===== src/logic/brst_pkg.sv =====
/*
  Package for the resistance self-test controller: register offsets,
  field positions, reset values and divider constants.
  Assumes a 24-bit register word carried on a 32-bit Avalon-MM bus.
*/
`default_nettype none
package brst_pkg;
  // ==========================================================
  // Register map (printed offsets are word indices)
  localparam logic [7:0]  BRST_IDX_MUX_CFG   = 8'h17;
  localparam logic [7:0]  BRST_IDX_CHAN_CFG  = 8'h18;
  localparam logic [7:0]  BRST_IDX_CTRL      = 8'h19;
  localparam logic [7:0]  BRST_IDX_STATUS    = 8'h1a;
  localparam int          BRST_ADDR_W        = 10;
  localparam int          BRST_REG_W         = 24;
  // ==========================================================
  // Field positions of the input mux configuration register
  localparam int          BRST_EN_BIT        = 11;
  localparam int          BRST_RNOM_LSB      = 8;
  localparam int          BRST_RMOD_LSB      = 4;
  localparam int          BRST_FSEL_LSB      = 0;
  localparam int          BRST_OPENP_BIT     = 21;
  localparam int          BRST_OPENN_BIT     = 20;
  // Writable mask of the mux register: x bits read as zero
  localparam logic [23:0] BRST_MUX_MASK      = 24'h3f3f73;
  // ==========================================================
  // Reset values and the reserved modulation code
  localparam logic [23:0] BRST_MUX_RESET     = 24'h300040;
  localparam logic [23:0] BRST_CHAN_RESET    = 24'h200000;
  localparam logic [2:0]  BRST_RMOD_RESERVED = 3'h3;
  // ==========================================================
  // Control register bits (own register)
  localparam int          BRST_CAL_EN_BIT    = 0;
  localparam int          BRST_RESYNC_BIT    = 1;
  // ==========================================================
  // Divider: half periods are 2^(12+2k) master clock cycles
  localparam int          BRST_DIV_BASE_EXP  = 13;
  localparam int          BRST_DIV_STEP_EXP  = 2;
  localparam int          BRST_DIV_W         = 19;
  localparam logic [31:0] BRST_UNMAPPED_DATA = 32'h0000_0000;

  typedef struct packed {
    logic       selftest_en;
    logic [2:0] nominal_sel;
    logic [2:0] modulated_sel;
    logic [1:0] freq_sel;
  } brst_bist_cfg_t;

  typedef struct packed {
    logic drive_iso_open;
    logic drive_to_input_closed;
    logic bias_high_value;
    logic mod_switch;
  } brst_switch_t;
endpackage : brst_pkg
`default_nettype wire


===== src/logic/brst_selftest_ctrl.sv =====
/*
  Resistance self-test controller: register file on Avalon-MM, switch
  controls and the modulation clock for the bioimpedance channel.
  Assumes a one-cycle master clock enable pulse and a synchronous master.
*/
// The Avalon-MM interface to the registers is this design's own decision.
`timescale 1ns/100ps
`default_nettype none
module brst_selftest_ctrl (
  input  wire logic                 clk_in,
  input  wire logic                 srst_in,
  input  wire logic                 mstr_tick_in,
  input  wire logic [9:0]           avs_address_in,
  input  wire logic                 avs_read_in,
  input  wire logic                 avs_write_in,
  input  wire logic [3:0]           avs_byteenable_in,
  input  wire logic [31:0]          avs_writedata_in,
  output logic      [31:0]          avs_readdata_out,
  output logic                      avs_waitrequest_out,
  output var brst_pkg::brst_switch_t switch_out,
  output logic [2:0]                nominal_sel_out,
  output logic [2:0]                modulated_sel_out,
  output logic                      input_p_open_out,
  output logic                      input_n_open_out,
  output logic [23:0]               chan_cfg_out,
  output logic                      chan_changed_out,
  output logic                      resync_out
);
  import brst_pkg::*;

  logic [23:0]    mux_cfg_reg;
  logic [23:0]    chan_cfg_reg;
  logic           cal_en_reg;
  logic           chan_dirty_reg;
  logic           ack_reg;
  logic [7:0]     word_idx;
  logic           req;
  logic           wr_fire;
  logic           rd_fire;
  logic [31:0]    wmask;
  logic [23:0]    mux_next;
  logic [23:0]    chan_next;
  logic [31:0]    rdata_next;
  logic           mod_clk;
  logic           selftest_active;
  logic           modulating;
  brst_bist_cfg_t bist;

  // ==========================================================
  // Bus decode: one wait cycle, answer on the second edge
  assign word_idx            = avs_address_in[9:2];
  assign req                 = avs_read_in | avs_write_in;
  assign avs_waitrequest_out = req & ~ack_reg;
  assign wr_fire             = avs_write_in & ack_reg;
  assign rd_fire             = avs_read_in & ack_reg;

  always_ff @(posedge clk_in) begin
    if (srst_in) begin
      ack_reg <= 1'b0;
    end else begin
      ack_reg <= req & ~ack_reg;
    end
  end

  always_comb begin
    wmask = {{8{avs_byteenable_in[3]}}, {8{avs_byteenable_in[2]}},
             {8{avs_byteenable_in[1]}}, {8{avs_byteenable_in[0]}}};
    mux_next  = ((mux_cfg_reg & ~wmask[23:0]) | (avs_writedata_in[23:0] & wmask[23:0]))
                & BRST_MUX_MASK;
    chan_next = (chan_cfg_reg & ~wmask[23:0]) | (avs_writedata_in[23:0] & wmask[23:0]);
  end

  // ==========================================================
  // Input mux configuration register
  always_ff @(posedge clk_in) begin
    if (srst_in) begin
      mux_cfg_reg <= BRST_MUX_RESET;
    end else if (wr_fire && word_idx == BRST_IDX_MUX_CFG) begin
      mux_cfg_reg <= mux_next;
    end
  end

  // ==========================================================
  // Channel configuration register and change flag
  always_ff @(posedge clk_in) begin
    if (srst_in) begin
      chan_cfg_reg <= BRST_CHAN_RESET;
    end else if (wr_fire && word_idx == BRST_IDX_CHAN_CFG) begin
      chan_cfg_reg <= chan_next;
    end
  end

  always_ff @(posedge clk_in) begin
    if (srst_in) begin
      chan_dirty_reg <= 1'b0;
    end else if (wr_fire && word_idx == BRST_IDX_CHAN_CFG) begin
      chan_dirty_reg <= 1'b1;
    end else if (resync_out) begin
      chan_dirty_reg <= 1'b0;
    end
  end

  // ==========================================================
  // Control register: calibration enable and resync strobe
  always_ff @(posedge clk_in) begin
    if (srst_in) begin
      cal_en_reg <= 1'b0;
      resync_out <= 1'b0;
    end else begin
      resync_out <= wr_fire && word_idx == BRST_IDX_CTRL &&
                    avs_byteenable_in[0] && avs_writedata_in[BRST_RESYNC_BIT];
      if (wr_fire && word_idx == BRST_IDX_CTRL && avs_byteenable_in[0]) begin
        cal_en_reg <= avs_writedata_in[BRST_CAL_EN_BIT];
      end
    end
  end

  // ==========================================================
  // Read data
  always_comb begin
    unique case (word_idx)
      BRST_IDX_MUX_CFG:  rdata_next = {8'h00, mux_cfg_reg};
      BRST_IDX_CHAN_CFG: rdata_next = {8'h00, chan_cfg_reg};
      BRST_IDX_CTRL:     rdata_next = {31'h0, cal_en_reg};
      BRST_IDX_STATUS:   rdata_next = {28'h0, chan_dirty_reg, mod_clk,
                                       modulating, selftest_active};
      default:           rdata_next = BRST_UNMAPPED_DATA;
    endcase
  end

  always_ff @(posedge clk_in) begin
    if (srst_in) begin
      avs_readdata_out <= 32'h0;
    end else if (avs_read_in && !ack_reg) begin
      avs_readdata_out <= rdata_next;
    end
  end

  // ==========================================================
  // Self-test configuration and switch control
  always_comb begin
    bist.selftest_en   = mux_cfg_reg[BRST_EN_BIT];
    bist.nominal_sel   = mux_cfg_reg[BRST_RNOM_LSB +: 3];
    bist.modulated_sel = mux_cfg_reg[BRST_RMOD_LSB +: 3];
    bist.freq_sel      = mux_cfg_reg[BRST_FSEL_LSB +: 2];
    selftest_active    = bist.selftest_en & ~cal_en_reg;
    modulating         = selftest_active & ~bist.modulated_sel[2] &
                         (bist.modulated_sel != BRST_RMOD_RESERVED);
  end

  brst_mod_divider u_divider (
    .clk_in       (clk_in),
    .srst_in      (srst_in),
    .mstr_tick_in (mstr_tick_in),
    .freq_sel_in  (bist.freq_sel),
    .mod_clk_out  (mod_clk)
  );

  always_ff @(posedge clk_in) begin
    if (srst_in) begin
      switch_out        <= '0;
      nominal_sel_out   <= 3'h0;
      modulated_sel_out <= 3'h4;
      input_p_open_out  <= 1'b1;
      input_n_open_out  <= 1'b1;
      chan_cfg_out      <= BRST_CHAN_RESET;
      chan_changed_out  <= 1'b0;
    end else begin
      switch_out.drive_iso_open        <= selftest_active;
      switch_out.drive_to_input_closed <= selftest_active;
      switch_out.bias_high_value       <= selftest_active;
      switch_out.mod_switch            <= modulating & mod_clk;
      nominal_sel_out   <= bist.nominal_sel;
      modulated_sel_out <= bist.modulated_sel;
      input_p_open_out  <= mux_cfg_reg[BRST_OPENP_BIT];
      input_n_open_out  <= mux_cfg_reg[BRST_OPENN_BIT];
      chan_cfg_out      <= chan_cfg_reg;
      chan_changed_out  <= chan_dirty_reg;
    end
  end

  // ==========================================================
  // Checks
  sw_follow_a: assert property (@(posedge clk_in) disable iff (srst_in)
    selftest_active |=> (switch_out.drive_iso_open && switch_out.drive_to_input_closed &&
                         switch_out.bias_high_value))
    else $error("Self-test switches not applied");
  cal_block_a: assert property (@(posedge clk_in) disable iff (srst_in)
    cal_en_reg |=> !switch_out.drive_to_input_closed)
    else $error("Self-test active with calibration voltages");
  bias_idle_a: assert property (@(posedge clk_in) disable iff (srst_in)
    !selftest_active |=> !switch_out.bias_high_value)
    else $error("High bias applied without self-test");
  nomod_a: assert property (@(posedge clk_in) disable iff (srst_in)
    (bist.modulated_sel[2] || !selftest_active) |=> !switch_out.mod_switch)
    else $error("Modulation switch closed while unmodulated");
  mux_wr_a: assert property (@(posedge clk_in) disable iff (srst_in)
    (wr_fire && word_idx == BRST_IDX_MUX_CFG && avs_byteenable_in[1])
    |=> mux_cfg_reg[BRST_EN_BIT] == $past(avs_writedata_in[BRST_EN_BIT]))
    else $error("Self-test enable not stored");
  chan_wr_a: assert property (@(posedge clk_in) disable iff (srst_in)
    (wr_fire && word_idx == BRST_IDX_CHAN_CFG && avs_byteenable_in == 4'hf)
    |=> chan_cfg_reg == $past(avs_writedata_in[23:0]))
    else $error("Channel configuration not stored");
  dirty_set_a: assert property (@(posedge clk_in) disable iff (srst_in)
    (wr_fire && word_idx == BRST_IDX_CHAN_CFG) |=> ##1 chan_changed_out)
    else $error("Channel change not flagged");
  rsel_a: assert property (@(posedge clk_in) disable iff (srst_in)
    ##1 nominal_sel_out == $past(mux_cfg_reg[10:8]))
    else $error("Nominal select output mismatch");
  wait_a: assert property (@(posedge clk_in) disable iff (srst_in)
    (req && avs_waitrequest_out) |=> !avs_waitrequest_out)
    else $error("Waitrequest held too long");
  st_c: cover property (@(posedge clk_in) disable iff (srst_in) $rose(selftest_active));
  mod_c: cover property (@(posedge clk_in) disable iff (srst_in) $rose(switch_out.mod_switch));
  rs_c: cover property (@(posedge clk_in) disable iff (srst_in) resync_out && chan_dirty_reg);
endmodule : brst_selftest_ctrl
`default_nettype wire


===== src/logic/brst_mod_divider.sv =====
/*
  Free-running modulation divider with 50% duty output.
  Assumes a master clock enable pulse in the system clock domain.
*/
`timescale 1ns/100ps
`default_nettype none
module brst_mod_divider #(
  parameter int DIV_W = brst_pkg::BRST_DIV_W
) (
  input  wire logic       clk_in,
  input  wire logic       srst_in,
  input  wire logic       mstr_tick_in,
  input  wire logic [1:0] freq_sel_in,
  output logic            mod_clk_out
);
  import brst_pkg::*;
  logic [DIV_W-1:0] count_reg;
  logic [DIV_W-1:0] half_mask;
  logic             last_tick;

  // ==========================================================
  // Half-period mask: 2^(12+2*sel) master cycles
  always_comb begin
    half_mask = DIV_W'((32'h1 << (BRST_DIV_BASE_EXP - 1 +
                 BRST_DIV_STEP_EXP * int'(freq_sel_in))) - 32'h1);
    last_tick = ((count_reg & half_mask) == half_mask);
  end

  // ==========================================================
  // Counter and output toggle
  always_ff @(posedge clk_in) begin
    if (srst_in) begin
      count_reg   <= '0;
      mod_clk_out <= 1'b0;
    end else if (mstr_tick_in) begin
      count_reg <= count_reg + DIV_W'(1);
      if (last_tick) begin
        mod_clk_out <= ~mod_clk_out;
        count_reg   <= '0;
      end
    end
  end

  hp_duty_a: assert property (@(posedge clk_in) disable iff (srst_in)
    (mstr_tick_in && !last_tick) |=> $stable(mod_clk_out))
    else $error("Modulation output moved before half period end");
  tog_a: assert property (@(posedge clk_in) disable iff (srst_in)
    (mstr_tick_in && last_tick) |=> (mod_clk_out != $past(mod_clk_out)))
    else $error("Modulation output failed to toggle");
  tog_c: cover property (@(posedge clk_in) disable iff (srst_in) $rose(mod_clk_out));
endmodule : brst_mod_divider
`default_nettype wire


===== config.mk =====
export PLATFORM = sky130hd
export DESIGN_NAME = brst_selftest_ctrl
export DESIGN_NICKNAME = d
export VERILOG_FILES = /design/src/logic/brst_pkg.sv /design/src/logic/brst_selftest_ctrl.sv /design/src/logic/brst_mod_divider.sv
export SDC_FILE = /design/constraint.sdc
export NUM_CORES = 1
export LEC_CHECK = 0
export ABC_AREA = 1
export CAP_MARGIN = 20
export CORE_AREA = 2 2 107 109
export DETAILED_ROUTE_END_ITERATION = 8
export DIE_AREA = 0 0 109 111
export DONT_BUFFER_PORTS = 1
export RECOVER_POWER = 25
export SKIP_LAST_GASP = 1
export SYNTH_ARGS = -nofsm -noshare
export SYNTH_HDL_FRONTEND = slang
export SYNTH_SLANG_ARGS = --single-unit

===== constraint.sdc =====
create_clock -name clk_in -period 4.1 [get_ports clk_in]
set_input_delay 0.82 -clock clk_in [delete_from_list [all_inputs] [get_ports clk_in]]
set_output_delay 0.82 -clock clk_in [all_outputs]
set_load 0.05 [all_outputs]

Word level (Yosys, flattened, before mapping) --
Cells that the tools add are included.
Word-level totals: register bits after elaboration 132, input port bits 51, output and inout bits 71, word-level logic and storage cells 58
Cells by class: add/subtract/negate cells 3, equal/unequal tests 6, shift operators 1, muxes and demuxes 4, bitwise logic cells 18, reductions and logical operators 9
Operators by type and width (count):
- $pmux W24 S4 | 1
- $and A24 B24 Y24 | 2
- $eq A8 B5 Y1 const B | 4
- $shl A1 B32 Y19 const A | 1
- $not A24 Y24 | 1
- $or A24 B24 Y24 | 1
- $and A22 B22 Y22 | 1
- $or A22 B22 Y22 | 1
- $add A19 B1 Y19 const B | 1
- $and A19 B19 Y19 | 1
- $eq A19 B19 Y1 | 1
- $mux W19 | 1
- $sub A19 B1 Y19 const B | 1
- $and A1 B1 Y1 | 6
- $logic_and A1 B1 Y1 | 6
- $add A4 B3 Y5 const A | 1
- $not A1 Y1 | 4
- $ne A3 B2 Y1 const B | 1
- $mux W1 | 2
- $reduce_and A2 Y1 | 1
- $reduce_bool A2 Y1 | 1
- $logic_not A1 Y1 | 1
- $or A1 B1 Y1 | 1

Logic depth before layout (Yosys ltp) --
Gate-level depths: netlist of the first run.
depth after elaboration 6, depth in mapped cells 10, mapped depth without buffers 10

By module --
Synthesis of the first run repeated with hierarchy kept, for this count alone.
Second synthesis, totals: cells, all modules 602, area, all modules 4850.9 um^2
By module, submodules not included:
- brst_selftest_ctrl | instances 1, cells an instance 461, area each 3756.1 um^2, seq. area each 2082.0 um^2
- brst_mod_divider | instances 1, cells an instance 141, area each 1094.8 um^2, seq. area each 380.4 um^2

Worst setup path after synthesis of the first run --
Ideal clock, no wire load.
kind input-to-output, start input avs_write_in, end output avs_waitrequest_out, arrival 1502 ps, required time 3280 ps, setup slack 1778 ps, stages 2, path buffers 0, path through nor2_1 -> nor2_1
Between the ends: longest elaborated chain between the ends 2
Ends and longest elaborated chain:
- from (decl) | RTL line brst_selftest_ctrl.sv:15 | input wire logic avs_write_in,
- $or A1 B1 Y1 | RTL line brst_selftest_ctrl.sv:52 | assign req = avs_read_in | avs_write_in;
- $and A1 B1 Y1 | RTL line brst_selftest_ctrl.sv:53 | assign avs_waitrequest_out = req & ~ack_reg;
- to (decl) | RTL line brst_selftest_ctrl.sv:19 | output logic avs_waitrequest_out,
Every way passes these cells.

==> metrics.csv, run 1 <==
metric;value;unit
Wirelength per Cell;14.1;um
Post-Place Cell Area;4730;um^2
post-synth top area cell;dfxtp_1;
Die Span Y;111;um
non-filler cells, final;755;
Vias/cell;4.84;
Placement Rows;39;
fraction of layout cells with a size suffix above 1;0.0801;
Die W;109;um
Clk Latency, worst-skew pair;0.42;ns
min cycle time layout;2.62;ns
top post-synthesis cells by area;dfxtp_1 (52%), nand2_1 (8.4%), a21oi_1 (7.1%);
share of the yosys chip area belonging to registers;0.522;
buffer and inverter count on the worst path;2;
Syn. warnings;0;
RSZ-0062 raised after global routing;false;
Slew HR;0.406;
Pre-antenna DRT Iters;6;
largest net degree at the start of global routing;55;
initial antenna violation count;0;
worst-path maximum fanout;19;
crit-path cells;inv_1 -> nand2_1 -> nor2_1 -> nand2_1 -> clkinv_2 -> nand2_2 -> o21ai_0 -> a21oi_1;
fin worst setup slack;1.48;ns
Ant. Diodes;0;
Netlist cell types;29;
Initial Util;0.426;
WP data required;4.38;ns
post-layout net count;652;
Core ar.;11100;um^2
Slew Limit Fails;0;
#FFs+latches synth;123;
filler cell count;1083;
CTS Buf Count;17;
Clock transition at path regs;0.06;ns
IO Count;122;
Slew @ Worst Pin;0.888;ns
clk buf depth;2;
Mapped Avg Cell Area;7.81;um^2
setup bufs post-CTS;0;
PwrDens;548;nW/um^2
period utilization;0.639;
TNS Setup;0;ns
final standard cell utilization of the core;0.485;
# setup viols final;0;
Max VDD drop;0.284;mV
LEAKAGE;2.03;nW
IO buf count;0;
FMAX;382;MHz
grt ovf;0;
Hold Crit Class;reg -> reg;
WHS;0.432;ns
Critical Path Sink Type;flip-flop;
ANT nets after route;0;
arrival time at the worst endpoint;2.90;ns
power after layout;2.94;mW
H-tree Lvls;4;
Syn-to-layout area delta;13.8;%
post-synth top area share;0.522;
Post-synth EDFFs;0;
Initial DRC Count;208;
CTS Sinks;123;
pre-CTS WS;1.58;ns
count leader, synth;dfxtp_1;
most used cell, CP;nand2_1;
gpl congestion;0.830;
Top FF cell, synth;dfxtp_1;
Clock Root Buffer;clkbuf_16;
vias;3653;
WS Path Type;in -> reg;
CP startpoint kind;primary input;
Die ar.;12100;um^2
CTS tree;built;
DRC viols;0;
post-synthesis cell count;604;
synthesized cell area;4720;um^2
Detailed Place HPWL;7.26;mm
status;finished clean;
Routed WL;10.6;mm
critical path's slowest cell;nand2_1;
Worst Clk Skew;0.0189;ns
Final Hold Vio Count;0;
asr flop ratio synth;0;
GRT Overall Usage;0.189;
vias in the first global route;3523;
Synth top cells by count;dfxtp_1 (123), nand2_1 (106), inv_1 (73);
CP peak stage delay;0.66;ns
dpl cells;723;
Final Cell Area;5370;um^2
CP delay by family, top;simple AND/OR/NAND/NOR gates;
first-pass GRT wire length;17.3;mm
post-cts sizing count;0;
Max Cap Viol;0;
# hold bufs at CTS;0;
cells by family after synthesis:
family	after synthesis	synth area share
other	1	0.000795
buffers and inverters	111	0.107
flip-flops	123	0.522
adder cells (fa/ha/maj)	2	0.00531
AND/OR/NAND/NOR	227	0.206
AO/OA/AOI/OAI	135	0.149
XOR/XNOR	5	0.00929
area by class of cell:
class,instances,area [um^2],area share
Tap cell,143,179,0.0333
Sequential cell,123,2460,0.459
Clock buffer,19,443,0.0825
Inverter,77,290,0.0541
Multi-Input combinational cell,377,1760,0.327
Timing Repair Buffer,3,22.5,0.00420
Clock inverter,13,215,0.0401
worst register-to-register path, cell delays in order, from the launching register on:
cell and delay (ns):
dfxtp_1 0.43, ha_1 0.18, nand2_1 0.05, nor2_1 0.10, o21ai_0 0.09, nor2_1 0.14
nand2_1 0.08, nand2_1 0.39, inv_1 0.18, nand2_1 0.10, nor2_1 0.04
report_power, final:
group	switching [mW]	internal [mW]	total [mW]
Combinational	0.0583	0.0147	0.0730
Clock	0.550	1.10	1.65
Sequential	0.0177	1.20	1.22
Total	0.626	2.32	2.94
final timing paths:
path	from	to	slack, ns	cells after the start
worst min register to register	flip-flop	input_p_open_out	0.43	2
worst max register to register	u_divider.count_reg[0]	u_divider.count_reg[16]	2.22	10
worst max-delay path	avs_address_in[7]	flip-flop	1.48	8
worst min-delay path	flip-flop	input_p_open_out	0.43	2
per-layer routing:
layer	up-vias	wire length [um]	track usage	share of wire
met4	0	104	0.0786	0.0098
met3	7	786	0.0729	0.074
met1	1657	4720	0.230	0.44
li1	1903	-	-	-
met2	86	5020	0.294	0.47
met5	-	0	0	0
layout by cell type (no fill, tap or decap), types with 3 or more instances in the layout:
master / n
nand3_1: 18
clkinv_4: 4
xor2_1: 5
a21oi_1: 67
nand4_1: 3
buf_4: 3
nor2_1: 72
o21ai_0: 47
clkbuf_16: 17
inv_1: 73
conb_1: 8
nor3_1: 11
o22ai_1: 15
o21ai_1: 5
dfxtp_1: 123
nor2_4: 3
bufinv_16: 5
nand2_1: 108
nand2_2: 6
Power figures use the tool's default switching activity.
==> run 2: changes to the inputs <==
- clock period: 4.1 -> 2.7 ns (I/O delays scaled with it)
==> metrics.csv, run 2 (synthesized netlist as in run 1, its figures left out) <==
metric;value;unit
grt ovf;0;
period utilization;0.720;
Placement Rows;39;
TNS Setup;0;ns
Ant. Diodes;0;
clk buf depth;2;
IO Count;122;
internal power;3.34;mW
Core ar.;11100;um^2
Max VDD drop;0.345;mV
switching share of power;0.216;
RSZ-0062 raised after global routing;false;
Slew HR;0.458;
Clock transition at path regs;0.05;ns
IO buf count;0;
Hold Crit Class;in -> reg;
post-cts sizing count;0;
Initial DRC Count;191;
worst-path maximum fanout;19;
NetSw;0.922;mW
LEAKAGE;2.02;nW
post-layout net count;655;
PwrDens;799;nW/um^2
CTS tree;built;
commonest cells after routing, fill and taps aside;dfxtp_1 (123), nand2_1 (107), nor2_1 (73), inv_1 (73), a21oi_1 (67);
Syn-to-layout area delta;13.0;%
CTS Buf Count;17;
Clk Latency, worst-skew pair;0.41;ns
Clk pwr share;0.538;
Die Span Y;111;um
vias;3673;
non-filler cells, final;756;
DRC viols;0;
# hold bufs at CTS;0;
Final Hold Vio Count;0;
Initial Util;0.426;
Die ar.;12100;um^2
dpl cells;726;
CP startpoint kind;primary input;
ANT nets after route;0;
vias in the first global route;3595;
Pre-antenna DRT Iters;4;
arrival time at the worst endpoint;2.29;ns
largest net degree at the start of global routing;53;
Final Cell Area;5330;um^2
Worst Clk Skew;0.00490;ns
WS Path Type;in -> reg;
Routed WL;10.7;mm
final standard cell utilization of the core;0.481;
Die W;109;um
# setup viols final;0;
CTS Sinks;123;
H-tree Lvls;4;
WP data required;3.04;ns
Vias/cell;4.86;
setup bufs post-CTS;0;
share of total power in combinational logic;0.027;
first-pass GRT wire length;17.7;mm
gpl congestion;0.832;
Critical Path Sink Type;flip-flop;
Flop pwr share;0.435;
min cycle time layout;1.94;ns
Max Cap Viol;0;
fraction of layout cells with a size suffix above 1;0.0832;
Post-Place Cell Area;4750;um^2
Clock Root Buffer;clkbuf_16;
Detailed Place HPWL;7.37;mm
status;finished clean;
Slew Limit Fails;0;
Wirelength per Cell;14.1;um
commonest non-fill, non-tap cell in the layout;dfxtp_1;
FMAX;514;MHz
GRT Overall Usage;0.191;
initial antenna violation count;0;
Slew @ Worst Pin;0.811;ns
-- run 2: changes by cell type in the layout (fill, tap and decap cells not counted), moves of 2 or more --
cell,change
clkinvlp_4,+2
clkinv_2,+2
buf_4,+3
bufinv_16,-2
clkinv_4,-3
-- run 2: final timing paths --
kind	from	to	slack (ns)	depth (start not counted)
worst max register to register	u_divider.count_reg[0]	u_divider.count_reg[16]	0.95	10
worst min-delay path	srst_in	avs_readdata_out[19]	0.19	1
worst min register to register	flip-flop	input_n_open_out	0.44	2
worst max-delay path	avs_address_in[4]	flip-flop	0.76	8
-- run 2: area by class of cell --
type                       instances  area (um^2)
clock buffer                      19          453
clock inverter                    11          145
fill                            1094         5750
inverter                          77          290
multi-input combinational        377         1760
sequential                       123         2460
tap                              143          179
timing repair buffer               6         45.0
-- run 2: through the flow --
stage / hold WS, ns / power, mW / setup WS (ns)
final: 0.195 / 4.26 / 0.756
after global placement: 0.417 / 2.00 / 0.780
after detailed placement: 0.429 / 2.01 / 0.766
after floorplan: 0.400 / 2.01 / 0.938
after CTS: 0.181 / 4.30 / 0.941
after global routing: 0.184 / 4.38 / 0.465
-- run 2: worst max-delay path: stages --
cell      delay, ns
inv_1          0.02
nand2_1        0.12
nor2_4         0.06
nand2_1        0.59
clkinv_2       0.35
nand2_2        0.33
o21ai_0        0.13
a21oi_1        0.13
-- run 2: per-layer routing --
layer | part of all wire | wire [um] | global-route usage
met2 | 0.48 | 5070 | 0.302
met3 | 0.061 | 645 | 0.0658
met1 | 0.46 | 4860 | 0.237
met4 | 0.0076 | 81 | 0.0709
met5 | 0 | 0 | 0
-- run 2: power groups by stage --
stage | combinational (mW) | sequential [mW] | clock, mW
2_1_floorplan | 0.118 | 1.89 | 0
3_3_place_gp | 0.113 | 1.89 | 0
3_5_place_dp | 0.116 | 1.89 | 0
4_1_cts | 0.116 | 1.85 | 2.33
5_1_grt | 0.127 | 1.85 | 2.40
6_report | 0.113 | 1.85 | 2.29
==> run 3: changes to the inputs <==
- clock period: 2.7 -> 1.72 ns (I/O delays scaled with it)
==> metrics.csv, run 3 (synthesized netlist as in run 1, its figures left out) <==
metric;value;unit
Die W;109;um
Clock Root Buffer;clkbuf_16;
dpl cells;732;
clk buf depth;2;
vias;3791;
Syn-to-layout area delta;16.2;%
Die Span Y;111;um
switching share of power;0.214;
Clk Latency, worst-skew pair;0.42;ns
CP startpoint kind;flip-flop;
Initial Util;0.426;
reg2reg path depth;6;
RSZ-0062 raised after global routing;false;
IO buf count;0;
Slew @ Worst Pin;0.719;ns
wire length on met2;5.30;mm
H-tree Lvls;4;
M1 WL;5.12;mm
ANT nets after route;0;
R2R Path End;u_divider.count_reg[16];
crit-path cells;ha_1 -> nand4_1 -> nor3_1 -> nand3_1 -> nand2_1 -> nor2_1;
Slew Limit Fails;0;
RR Startpoint;u_divider.count_reg[1];
power after layout;6.95;mW
Vias/cell;4.94;
Final Hold Vio Count;0;
WHS;0.0109;ns
hold path start;srst_in;
Top Metal Used;met4;
WP data required;2.03;ns
Min-Delay Endpoint;chan_cfg_out[11];
Slew HR;0.521;
Placement Rows;39;
Worst Clk Skew;0.00522;ns
# setup viols final;0;
LEAKAGE;2.09;nW
CTS Sinks;123;
Die ar.;12100;um^2
met3 wire length;760;um
commonest cells after routing, fill and taps aside;dfxtp_1 (123), nand2_1 (106), inv_1 (73);
min cycle time layout;1.51;ns
grt ovf;0;
WS Path Type;reg -> reg;
TNS Setup;0;ns
post-layout net count;665;
fraction of layout cells with a size suffix above 1;0.0976;
Clk pwr share;0.550;
setup bufs post-CTS;0;
status;finished clean;
Pre-antenna DRT Iters;4;
CTS tree;built;
arrival time at the worst endpoint;1.82;ns
gpl congestion;0.839;
worst-path maximum fanout;5;
NetSw;1.49;mW
CTS Buf Count;17;
Ant. Diodes;0;
FMAX;663;MHz
Hold Path Depth;1;
Hold Crit Class;in -> reg;
Critical Path Sink Type;flip-flop;
Max Cap Viol;0;
pre-CTS WS;0.0397;ns
CP delay by family, top;simple AND/OR/NAND/NOR gates;
Wirelength per Cell;14.8;um
internal power;5.46;mW
Post-Place Cell Area;4800;um^2
share of total power in combinational logic;0.032;
Core ar.;11100;um^2
CP peak stage delay;0.37;ns
vias in the first global route;3639;
IO Count;122;
non-filler cells, final;768;
fin worst setup slack;0.212;ns
period utilization;0.877;
Max VDD drop;0.662;mV
Detailed Place HPWL;7.51;mm
DRC viols;0;
Routed WL;11.4;mm
largest net degree at the start of global routing;43;
R2R Setup Slk;0.21;ns
PwrDens;1270;nW/um^2
commonest non-fill, non-tap cell in the layout;dfxtp_1;
Final Cell Area;5480;um^2
critical path's slowest cell;dfxtp_1;
Initial DRC Count;210;
first-pass GRT wire length;18.3;mm
Clock transition at path regs;0.06;ns
Flop pwr share;0.418;
final standard cell utilization of the core;0.495;
GRT Overall Usage;0.198;
buffer and inverter count on the worst path;0;
initial antenna violation count;0;
==> run 3: cell count changes in the layout (fill, tap and decap cells not counted), moves of 2 or more <==
| cell | change |
|---|---|
| clkbuf_1 | +2 |
| nor2_1 | -2 |
| dlygate4sd3_1 | +3 |
| clkinv_4 | +2 |
| clkbuf_2 | +2 |
| nor2_2 | +2 |
| clkinvlp_4 | -2 |
| buf_4 | +4 |
==> run 3: layout make-up <==
type | count | area [um^2]
fill | 1079 | 5600
sequential | 123 | 2460
multi-input combinational | 377 | 1780
clock buffer | 22 | 474
inverter | 77 | 290
tap | 143 | 179
clock inverter | 10 | 164
timing repair buffer | 16 | 135
==> run 3: worst max-delay path by stage <==
stage / startpoint / cells past startpoint / slack (ns) / to
CTS: u_divider.count_reg[1] / 6 / 0.23 / u_divider.count_reg[16]
finish: u_divider.count_reg[1] / 6 / 0.21 / u_divider.count_reg[16]
global route: u_divider.count_reg[1] / 9 / 0.005 / u_divider.count_reg[10]
floorplan: avs_address_in[7] / 10 / 0.33 / flip-flop
global placement: avs_address_in[7] / 8 / 0.08 / flip-flop
detailed placement: avs_address_in[7] / 8 / 0.04 / flip-flop
==> run 3: power by group through the flow <==
stage / clock, mW / sequential [mW] / combinational (mW)
after floorplan: 0 / 2.97 / 0.185
after global placement: 0 / 2.97 / 0.188
after detailed placement: 0 / 2.97 / 0.191
after CTS: 3.87 / 2.91 / 0.225
after global routing: 4.02 / 2.91 / 0.248
final: 3.82 / 2.91 / 0.223
==> run 3: routing by layer <==
metal / global-route usage / vias up
met5: 0 / -
met4: 0.0812 / 0
met3: 0.0676 / 18
met2: 0.308 / 116
met1: 0.250 / 1738
li1: - / 1919
==> run 3: repair_timing <==
action,4_1_cts,5_1_grt
gates resized for setup,0,1
setup endpoints to repair,0,1
hold buffers,4,0
hold endpoints to repair,36,0
